[src/rtl/arpwm_pkg.sv]
// package for the auto-reload pwm generator: register map and constants
// assumes an axi4-lite master with 32-bit data on the same clock
// Operation
// - four pwm channels 0..3, each configured on its own; 1..3 optional
// - pwm period set by counter clock period and the reload value
// - reload register holds a 12-bit value from 0x000 to 0xFFF
// - polarity 0: low when counter above duty, high otherwise
// - polarity 1: high when counter above duty, low otherwise
// - each channel holds a 12-bit duty compare value
package arpwm_pkg;
	localparam int          ARPWM_CNT_W        = 12;
	localparam int          ARPWM_NUM_CH       = 4;
	localparam logic [11:0] ARPWM_CNT_MAX      = 12'hFFF;
	localparam logic [11:0] ARPWM_RELOAD_RST   = 12'h000;
	localparam logic [11:0] ARPWM_DUTY_RST     = 12'h000;
	localparam logic [15:0] ARPWM_PRESC_RST    = 16'h0000;
	// byte offsets of the register map
	localparam logic [7:0]  ARPWM_OFS_CTRL     = 8'h00;
	localparam logic [7:0]  ARPWM_OFS_RELOAD   = 8'h04;
	localparam logic [7:0]  ARPWM_OFS_PRESC    = 8'h08;
	localparam logic [7:0]  ARPWM_OFS_COUNT    = 8'h0C;
	localparam logic [7:0]  ARPWM_OFS_DUTY0    = 8'h10;
	localparam logic [7:0]  ARPWM_OFS_POL      = 8'h20;
	localparam logic [7:0]  ARPWM_OFS_STATUS   = 8'h24;
	// control register fields and bus response codes
	localparam int          ARPWM_CTRL_RUN_BIT = 0;
	localparam int          ARPWM_CTRL_EN_LSB  = 4;
	localparam logic [1:0]  ARPWM_RESP_OKAY    = 2'h0;
	localparam logic [1:0]  ARPWM_RESP_SLVERR  = 2'h2;
endpackage

[src/rtl/arpwm_counter.sv]
// up counter with auto-reload and a clock-enable prescaler
// assumes one system clock; counter clock is an enable pulse
`timescale 1ns/1ps
module arpwm_counter
	import arpwm_pkg::*;
(
	input  wire logic        i_clk,
	input  wire logic        i_rst,
	input  wire logic        i_run,
	input  wire logic [15:0] i_presc,
	input  wire logic [11:0] i_reload,
	output logic      [11:0] o_count,
	output logic             o_wrap
);
	logic [15:0] div_q;
	logic [15:0] div_d;
	logic [11:0] cnt_q;
	logic [11:0] cnt_d;
	logic        tick;
	logic        wrap_q;

	// divider: one tick every presc+1 system clocks
	assign tick  = i_run && (div_q == i_presc);
	assign div_d = (!i_run || tick) ? 16'h0000 : div_q + 16'h0001;
	// reload after the top value, else step up
	assign cnt_d = !tick ? cnt_q :
		(cnt_q == ARPWM_CNT_MAX) ? i_reload : cnt_q + 12'h001;

	always_ff @(posedge i_clk) begin
		if (i_rst) begin
			div_q  <= ARPWM_PRESC_RST;
			cnt_q  <= ARPWM_RELOAD_RST;
			wrap_q <= 1'b0;
		end else begin
			div_q  <= div_d;
			cnt_q  <= cnt_d;
			wrap_q <= tick && (cnt_q == ARPWM_CNT_MAX);
		end
	end

	assign o_count = cnt_q;
	assign o_wrap  = wrap_q;
endmodule // arpwm_counter

[src/rtl/arpwm_top.sv]
// auto-reload pwm generator with four channels and an axi4-lite slave
// assumes the master keeps one write and one read in flight at a time
`timescale 1ns/1ps
module arpwm_top
	import arpwm_pkg::*;
#(
	parameter int NUM_CH = ARPWM_NUM_CH
)(
	input  wire logic              i_clk,
	input  wire logic              i_rst,
	input  wire logic [7:0]        i_s_axi_awaddr,
	input  wire logic              i_s_axi_awvalid,
	output logic                   o_s_axi_awready,
	input  wire logic [31:0]       i_s_axi_wdata,
	input  wire logic [3:0]        i_s_axi_wstrb,
	input  wire logic              i_s_axi_wvalid,
	output logic                   o_s_axi_wready,
	output logic [1:0]             o_s_axi_bresp,
	output logic                   o_s_axi_bvalid,
	input  wire logic              i_s_axi_bready,
	input  wire logic [7:0]        i_s_axi_araddr,
	input  wire logic              i_s_axi_arvalid,
	output logic                   o_s_axi_arready,
	output logic [31:0]            o_s_axi_rdata,
	output logic [1:0]             o_s_axi_rresp,
	output logic                   o_s_axi_rvalid,
	input  wire logic              i_s_axi_rready,
	output logic [NUM_CH-1:0]      o_pwm_channel_output
);
	// bus channel state: write address and data are latched separately
	logic        aw_full_q;
	logic        w_full_q;
	logic [7:0]  aw_addr_q;
	logic [31:0] w_data_q;
	logic [3:0]  w_strb_q;
	logic        bvalid_q;
	logic [1:0]  bresp_q;
	logic        rvalid_q;
	logic [31:0] rdata_q;
	logic [1:0]  rresp_q;
	logic        wr_go;
	logic        wr_hit;
	logic        rd_hit;
	logic [31:0] rd_val;
	logic        wr_done;
	logic [31:0] wr_old;
	logic [31:0] wr_new;

	// configuration, counter and pwm output state
	logic              run_q;
	logic [NUM_CH-1:0] chan_en_q;
	logic [NUM_CH-1:0] pol_q;
	logic [11:0]       reload_value_reg_q;
	logic [15:0]       presc_q;
	logic [11:0]       duty_q [NUM_CH];
	logic [31:0]       duty_new [NUM_CH];
	logic [NUM_CH-1:0] pwm_q;
	logic [NUM_CH-1:0] pwm_d;
	logic [11:0]       count;
	logic              wrap;
	logic              wrap_seen_q;

	// merge byte lanes of a write into an old word
	function automatic logic [31:0] merge(input logic [31:0] old,
		input logic [31:0] nw, input logic [3:0] st);
		logic [31:0] r;
		r = old;
		for (int b = 0; b < 4; b++) begin
			if (st[b])
				r[b*8 +: 8] = nw[b*8 +: 8];
		end
		return r;
	endfunction

	// true when an address hits the map
	function automatic logic mapped(input logic [7:0] a);
		logic ok;
		ok = (a == ARPWM_OFS_CTRL) || (a == ARPWM_OFS_RELOAD) ||
			(a == ARPWM_OFS_PRESC) || (a == ARPWM_OFS_COUNT) ||
			(a == ARPWM_OFS_POL) || (a == ARPWM_OFS_STATUS) ||
			((a >= ARPWM_OFS_DUTY0) &&
			 (a < ARPWM_OFS_DUTY0 + 8'(4*NUM_CH)) && (a[1:0] == 2'h0));
		return ok;
	endfunction

	// a write goes once both halves are held and no response waits
	assign wr_go  = aw_full_q && w_full_q && !bvalid_q;
	// both halves stay held, so ready stays low, until the response retires
	assign wr_done = bvalid_q && i_s_axi_bready;
	// old word at the write address with the written byte lanes merged in
	assign wr_old  = (aw_addr_q == ARPWM_OFS_CTRL) ?
		{20'h00000, 8'(chan_en_q), 3'h0, run_q} :
		(aw_addr_q == ARPWM_OFS_RELOAD) ? {20'h00000, reload_value_reg_q} :
		(aw_addr_q == ARPWM_OFS_PRESC) ? {16'h0000, presc_q} : 32'h00000000;
	assign wr_new  = merge(wr_old, w_data_q, w_strb_q);
	assign wr_hit = mapped(aw_addr_q);
	assign rd_hit = mapped(i_s_axi_araddr);

	// write address and data may arrive in either order
	always_ff @(posedge i_clk) begin
		if (i_rst) begin
			aw_full_q <= 1'b0;
			w_full_q  <= 1'b0;
			aw_addr_q <= 8'h00;
			w_data_q  <= 32'h00000000;
			w_strb_q  <= 4'h0;
		end else begin
			if (i_s_axi_awvalid && !aw_full_q) begin
				aw_full_q <= 1'b1;
				aw_addr_q <= i_s_axi_awaddr;
			end else if (wr_done) begin
				aw_full_q <= 1'b0;
			end
			if (i_s_axi_wvalid && !w_full_q) begin
				w_full_q <= 1'b1;
				w_data_q <= i_s_axi_wdata;
				w_strb_q <= i_s_axi_wstrb;
			end else if (wr_done) begin
				w_full_q <= 1'b0;
			end
		end
	end

	// write response; unmapped addresses answer slverr
	always_ff @(posedge i_clk) begin
		if (i_rst) begin
			bvalid_q <= 1'b0;
			bresp_q  <= ARPWM_RESP_OKAY;
		end else if (wr_go) begin
			bvalid_q <= 1'b1;
			bresp_q  <= wr_hit ? ARPWM_RESP_OKAY : ARPWM_RESP_SLVERR;
		end else if (i_s_axi_bready) begin
			bvalid_q <= 1'b0;
		end
	end

	// register writes; each channel has its own duty and enable
	always_ff @(posedge i_clk) begin
		if (i_rst) begin
			run_q              <= 1'b0;
			chan_en_q          <= '0;
			pol_q              <= '0;
			reload_value_reg_q <= ARPWM_RELOAD_RST;
			presc_q            <= ARPWM_PRESC_RST;
		end else if (wr_go) begin
			case (aw_addr_q)
				ARPWM_OFS_CTRL: begin
					chan_en_q <= wr_new[ARPWM_CTRL_EN_LSB +: NUM_CH];
					run_q     <= wr_new[ARPWM_CTRL_RUN_BIT];
				end
				ARPWM_OFS_RELOAD: begin
					reload_value_reg_q <= wr_new[11:0];
				end
				ARPWM_OFS_PRESC: begin
					presc_q <= wr_new[15:0];
				end
				ARPWM_OFS_POL: begin
					if (w_strb_q[0])
						pol_q <= w_data_q[NUM_CH-1:0];
				end
				default: begin
				end
			endcase
		end
	end

	// duty registers, one per channel
	generate
		for (genvar c = 0; c < NUM_CH; c++) begin : g_duty
			always_ff @(posedge i_clk) begin
				if (i_rst)
					duty_q[c] <= ARPWM_DUTY_RST;
				else if (wr_go && aw_addr_q == ARPWM_OFS_DUTY0 + 8'(4*c))
					duty_q[c] <= duty_new[c][11:0];
			end
			// old duty word with the written byte lanes merged in
			assign duty_new[c] = merge({20'h00000, duty_q[c]}, w_data_q,
				w_strb_q);
			// compare and polarity; disabled channels idle at polarity
			assign pwm_d[c] = !(run_q && chan_en_q[c]) ? pol_q[c] :
				((count > duty_q[c]) ? pol_q[c] : !pol_q[c]);
		end
	endgenerate

	// read data selection
	always_comb begin
		rd_val = 32'h00000000;
		case (i_s_axi_araddr)
			ARPWM_OFS_CTRL:   rd_val = {20'h0, 8'(chan_en_q), 3'h0, run_q};
			ARPWM_OFS_RELOAD: rd_val = {20'h0, reload_value_reg_q};
			ARPWM_OFS_PRESC:  rd_val = {16'h0, presc_q};
			ARPWM_OFS_COUNT:  rd_val = {20'h0, count};
			ARPWM_OFS_POL:    rd_val = {28'h0, 4'(pol_q)};
			ARPWM_OFS_STATUS: rd_val = {23'h0, wrap_seen_q, 4'h0, 4'(pwm_q)};
			default: begin
				for (int c = 0; c < NUM_CH; c++) begin
					if (i_s_axi_araddr == ARPWM_OFS_DUTY0 + 8'(4*c))
						rd_val = {20'h0, duty_q[c]};
				end
			end
		endcase
	end

	// read answer one cycle after the address is taken
	always_ff @(posedge i_clk) begin
		if (i_rst) begin
			rvalid_q <= 1'b0;
			rdata_q  <= 32'h00000000;
			rresp_q  <= ARPWM_RESP_OKAY;
		end else if (i_s_axi_arvalid && !rvalid_q) begin
			rvalid_q <= 1'b1;
			rdata_q  <= rd_hit ? rd_val : 32'h00000000;
			rresp_q  <= rd_hit ? ARPWM_RESP_OKAY : ARPWM_RESP_SLVERR;
		end else if (i_s_axi_rready) begin
			rvalid_q <= 1'b0;
		end
	end

	// shared counter for all channels
	arpwm_counter u_counter (
		.i_clk    (i_clk),
		.i_rst    (i_rst),
		.i_run    (run_q),
		.i_presc  (presc_q),
		.i_reload (reload_value_reg_q),
		.o_count  (count),
		.o_wrap   (wrap)
	);

	// sticky wrap flag, cleared by a status write with byte lane 1 strobed; a wrap wins the clear
	always_ff @(posedge i_clk) begin
		if (i_rst) begin
			wrap_seen_q <= 1'b0;
			pwm_q       <= '0;
		end else begin
			wrap_seen_q <= wrap || (wrap_seen_q &&
				!(wr_go && aw_addr_q == ARPWM_OFS_STATUS && w_strb_q[1]));
			pwm_q       <= pwm_d;
		end
	end

	assign o_s_axi_awready      = !aw_full_q;
	assign o_s_axi_wready       = !w_full_q;
	assign o_s_axi_bvalid       = bvalid_q;
	assign o_s_axi_bresp        = bresp_q;
	assign o_s_axi_arready      = !rvalid_q;
	assign o_s_axi_rvalid       = rvalid_q;
	assign o_s_axi_rdata        = rdata_q;
	assign o_s_axi_rresp        = rresp_q;
	assign o_pwm_channel_output = pwm_q;
endmodule // arpwm_top

[config.mk]
export PLATFORM = sky130hd
export DESIGN_NAME = arpwm_top
export DESIGN_NICKNAME = d
export VERILOG_FILES = /design/src/rtl/arpwm_pkg.sv /design/src/rtl/arpwm_counter.sv /design/src/rtl/arpwm_top.sv
export SDC_FILE = /design/constraint.sdc
export NUM_CORES = 1
export LEC_CHECK = 0
export BUFFER_PORTS_ARGS = -buffer_cell sky130_fd_sc_hd__buf_4
export CORE_MARGIN = 3
export CORE_UTILIZATION = 59
export CTS_CLUSTER_DIAMETER = 200
export CTS_CLUSTER_SIZE = 14
export DETAILED_ROUTE_END_ITERATION = 16
export PLACE_DENSITY = 0.8
export SETUP_SLACK_MARGIN = 0.1
export SYNTH_ARGS = -nofsm -noshare
export SYNTH_HDL_FRONTEND = slang
export SYNTH_SLANG_ARGS = --single-unit
[constraint.sdc]
create_clock -name i_clk -period 2.57 [get_ports i_clk]
set_input_delay 0.514 -clock i_clk [delete_from_list [all_inputs] [get_ports i_clk]]
set_output_delay 0.514 -clock i_clk [all_outputs]
set_load 0.01 [all_outputs]
# ---- Word level (Yosys, flattened, before mapping)
# Memories as Yosys holds them, arrays and structs flattened.
# Index checks and enable logic that the tools add are counted.
dict set report totals {
  out_inout_bits 45
  word_cells 172
  regBits 137
  input_bits 59
  mem_count 1
  ram_bits 48
}
dict set report classes {
  magnitude_cmp 8
  n_eq_ne 20
  add_sub_neg 2
  reduce_logical 62
  bitwise 4
  muxes 54
}
# memory words word_bits rd rd_ports_with_merged_regs write_ports line_no
set memory_table {}
lappend memory_table {duty_q 4 12 4 0 4 arpwm_top.sv:55} ;# logic [11:0] duty_q [NUM_CH];
# operator n
set ops {}
lappend ops {{one-hot mux 32 bit (6 select lines)} 1}
lappend ops {{two-way mux 32 bit} 4}
lappend ops {{two-way mux 12 bit} 6}
lappend ops {{== test 8 x 5 -> 1 bit, second input constant} 8}
lappend ops {{greater-than comparator 12 bit} 4}
lappend ops {{two-way mux 8 bit} 6}
lappend ops {{== test 8 x 4 -> 1 bit, second input constant} 4}
lappend ops {{== test 8 x 6 -> 1 bit, second input constant} 4}
lappend ops {{two-way mux 16 bit} 2}
lappend ops {{two-way mux 1 bit} 29}
lappend ops {{logical AND 1 bit} 23}
lappend ops {{adder 16 x 1 -> 16 bit, second input constant} 1}
lappend ops {{== test 16 bit} 1}
lappend ops {{== test 8 x 3 -> 1 bit, second input constant} 2}
lappend ops {{greater-or-equal comparator 8 x 5 -> 1 bit, second input constant} 2}
lappend ops {{logical NOT 8 bit} 2}
lappend ops {{< comparator 8 x 6 -> 1 bit, second input constant} 2}
lappend ops {{two-way mux 4 bit} 4}
lappend ops {{logical OR 1 bit} 14}
lappend ops {{adder 12 x 1 -> 12 bit, second input constant} 1}
lappend ops {{== test 12 bit, second input constant} 1}
lappend ops {{logical NOT 1 bit} 10}
lappend ops {{nonzero test 2 bit} 4}
lappend ops {{AND reduction 2 bit} 3}
lappend ops {{6 further kinds} 12}

# ---- Depth between registers and ports, before layout
dict set report depth {
  ltp_word 8
  mapped_depth 7
  ltp_nobuf 7
}

# ---- Cells and area by module
# From an unflattened synthesis, not the netlist that was laid out.
dict set report unflattened {
  cells_unflattened 1029
  area_unflattened_um2 9479.1
}
# mod cells_each seq_area_each_um2 instances area_per_inst_um2
set by_module_without_submodules {}
lappend by_module_without_submodules {arpwm_top 834 3243.1 1 7827.5}
lappend by_module_without_submodules {arpwm_counter 195 580.6 1 1651.6}

# ---- Worst setup path before layout
# OpenSTA, ideal clock, no wires.
dict set report synth_path {
  path_kind {register to register}
  start {reg aw_addr_q[0]}
  end {mem duty_q[1][0] (enable)}
  path_buffers 1
  t_required_ns 2.183
  setup_time_ns 0.387
  t_arrival_ns 1.811
  path_stages_with_launch 4
  path_slack_ns 0.372
  period_less_slack_ns 2.198
  path_cell_list {dfxtp_1 -> or4b_1 -> clkbuf_1 -> o31ai_1}
}
# element line_no
set synth_rtl {}
lappend synth_rtl {{from (decl)} arpwm_top.sv:33} ;# logic [7:0] aw_addr_q;
lappend synth_rtl {{from (signal assigned)} arpwm_top.sv:110} ;# aw_addr_q <= i_s_axi_awaddr;
lappend synth_rtl {{to (decl)} arpwm_top.sv:55}

==> summary.txt <==
clock latency on the worst-skew pair = 0.43 ns
Hold Buf Count CTS = 0
filler cell count = 1213
signal arrival time at the worst endpoint = 2.33 ns
NetSw = 1.50 mW
timing-limited maximum frequency = 448 MHz
antenna diode count = 0
final weighted congestion of routability-driven global placement = 0.962
GRT overflow = 0
peak fanout along the critical path = 14
category of the worst setup path launch point = flop
number of gates resized after cts = 0
startpoint of the worst setup timing path = w_full_q
number of warnings printed during yosys synthesis = 0
worst slack at placement = 0.303 ns
Worst Hold End = o_s_axi_rvalid
final slew viol count = 0
Initial Util = 0.607
count of unique library cells instantiated by Yosys = 62
switching power as a share of total power = 0.252
Flop pwr share = 0.477
number of detailed-routing iterations run before antenna repair = 6
CP endpoint kind = flop
biggest area contributors in the synthesized netlist = dfxtp_1, edfxtp_1, ha_1
first-pass GRT wire length = 40300 µm
count of flip-flops with a built-in enable after synthesis = 48
area of the multi-input gates = 0.00495 mm²
instance count along the most critical hold path = 2
worst-case setup margin in the final layout = 0.336 ns
Residual DRC = 0
Post-synth top flop = dfxtp_1
syn_area_per_cell = 8.89 µm²
antenna violations before repair = 0
post-synthesis sequential element count = 167
share of cells above drive strength 1 = 0.142
footprint of the flip-flops and latches = 0.00382 mm²
launch point of the worst hold path = i_s_axi_rready
reg-to-reg startpoint = w_full_q
first-iteration detailed-routing DRC count = 824
most instantiated library cell after synthesis = dfxtp_1
cell taking the most area after synthesis = dfxtp_1
FF-to-FF setup slack = 0.34 ns
Net count, final = 1219
number of buffers added by the clock tree synthesis step = 17
required arrival time at the worst endpoint = 2.66 ns
final number of hold-violating endpoints = 0
sum of routed wire length over all layers = 25600 µm
capture instance of the worst register-to-register path = duty_q[2][5]
design area = 0.0106 mm²
post-detailed-route wirelength per cell = 19.2 µm
Worst Tran Pin Value = 0.752 ns
clock-pin slew on the worst setup and hold paths = 0.07 ns
full die area = 0.0173 mm²
total core area = 0.0153 mm²
via count of the first global-routing pass = 7595
number of max-cap violations = 0
combinational share of power = 0.080
number of H-tree levels = 4
fraction of the core area covered by cells at the end of the flow = 0.694
endpoints failing setup = 0
root buffer cell = clkbuf_16
Layout Area Growth over Synthesis = 14.5%
Post-CTS Setup Inserts = 0
Worst Reg2Reg Path Length in Cells = 6
Worst Clk Skew = 0.00910 ns
average via count per standard cell = 6.10
total power per unit cell area = 560 mW/mm²
final critical-path required period = 2.23 ns
pin count of the biggest net entering global routing = 71
placed cell area = 0.0100 mm²
crit share post-route = 0.869
sum of net half-perimeters after detailed placement = 18500 µm
FP Rows = 45
routed via count = 8141
Rel. slew slack = 0.497
internal power = 4.46 mW
result of the run = complete, no violations
share of the yosys chip area belonging to registers = 0.412
total clock sinks = 167
Final TNS setup = 0 ns
number of nets with antenna violations after routing = 0
worst hold path class = primary input to flop
clock group share of total power = 0.442
async set or reset register ratio after synthesis = 0
I/O pin count = 104
peak ir drop on the vdd network = 0.527 mV
share of the synthesized area in the top cell type = 0.256
setup repair after global routing missed its margin = no
cell leakage power = 4.21 nW
area of the mapped netlist = 0.00929 mm²
number of port buffers = 67
Clock Tree Buf Depth = 2
floorplan die width = 131 µm
cells after synthesis = 1045
most common library cells after synthesis = dfxtp_1, nand2_1, a21oi_1, nor2_1, inv_1
height of the die = 131 µm
aggregate global-route resource usage = 0.296
Setup Crit Path Kind = flop to flop
clock tree from TritonCTS = done
layer usage:
layer	global-route usage	up-vias	wire (µm)
li1	-	3873	-
met1	0.388	3742	10600
met2	0.462	435	11400
met3	0.0593	91	2390
met4	0.156	0	1290
met5	0	-	0
cell type report:
cell class                      count  share of cell area
Clock buffer                       19              0.0426
Clock inverter                     13              0.0149
Inverter                           61              0.0215
Multi-Input combinational cell    764               0.465
Sequential cell                   167               0.360
Tap cell                          211              0.0248
Timing Repair Buffer               99              0.0711
metrics by stage:
stage | total power, mW | std cells | hold slack (ns)
after CTS | 5.97 | 1334 | 0.269
final | 5.96 | 1334 | 0.281
after floorplan | 3.20 | 1062 | 0.413
after global routing | 6.14 | 1334 | 0.264
after detailed placement | 3.37 | 1302 | 0.425
after global placement | 3.35 | 1302 | 0.421
cells by family (layout without fill, tap and decap cells):
kind of cell,Yosys count,after routing,synth area share
simple gates,368,368,0.201
compound gates,252,252,0.172
flops,167,167,0.412
buf+inv,131,192,0.0632
fa+ha+maj,50,50,0.0673
mux,46,46,0.0566
xor+xnor,30,30,0.0283
other cells,1,18,0.000404
how the worst max path moves through the flow:
stage	slack, ns	to
floorplan	0.37	duty_q[1][0]
global placement	0.36	o_s_axi_rdata[10]
detailed placement	0.30	o_s_axi_rdata[10]
CTS	0.37	duty_q[2][3]
global route	0.15	duty_q[2][0]
finish	0.34	duty_q[2][5]
worst max-delay path: stages (launching register included):
cell and delay (ns):
dfxtp_1 0.42, nand3b_4 0.17, nor3_1 0.22, nand3_1 0.25, nor3_1 0.26, buf_4 0.22, a21o_1 0.35
power by group through the flow:
stage          combinational, mW  clock (mW)  sequential [mW]
3_3_place_gp               0.457           0             2.90
3_5_place_dp               0.468           0             2.90
2_1_floorplan              0.338           0             2.86
6_report                   0.477        2.64             2.84
4_1_cts                    0.471        2.65             2.84
5_1_grt                    0.526        2.76             2.85
registers in the layout (all words and copies together) (netlist names):
signal and count:
aw_addr_q 8, aw_full_q 1, chan_en_q 4, duty_q 48, o_pwm_channel_output 4, o_s_axi_bresp 1, o_s_axi_bvalid 1, o_s_axi_rdata 16
o_s_axi_rresp 1, o_s_axi_rvalid 1, pol_q 4, presc_q 16, reload_value_reg_q 12, run_q 1, u_counter.div_q 16, u_counter.o_count 12
u_counter.o_wrap 1, w_data_q 16, w_full_q 1, w_strb_q 2, wrap_seen_q 1
cells in the final DEF, fill, tap and decap left out, types with 10 or more instances in the layout:
cell	instances
o21ai_0	44
nor4_1	10
edfxtp_1	48
nand2b_1	11
and2_1	52
dfxtp_1	119
mux2_2	12
buf_4	98
nor2_1	73
conb_1	18
and3_1	10
a211oi_1	32
nor3_1	20
xor2_1	22
mux2i_1	30
inv_1	61
clkbuf_16	17
nand3_1	27
nand4_1	24
a21oi_1	97
nand2_1	112
ha_1	50
(Power assumes the default switching activity.)
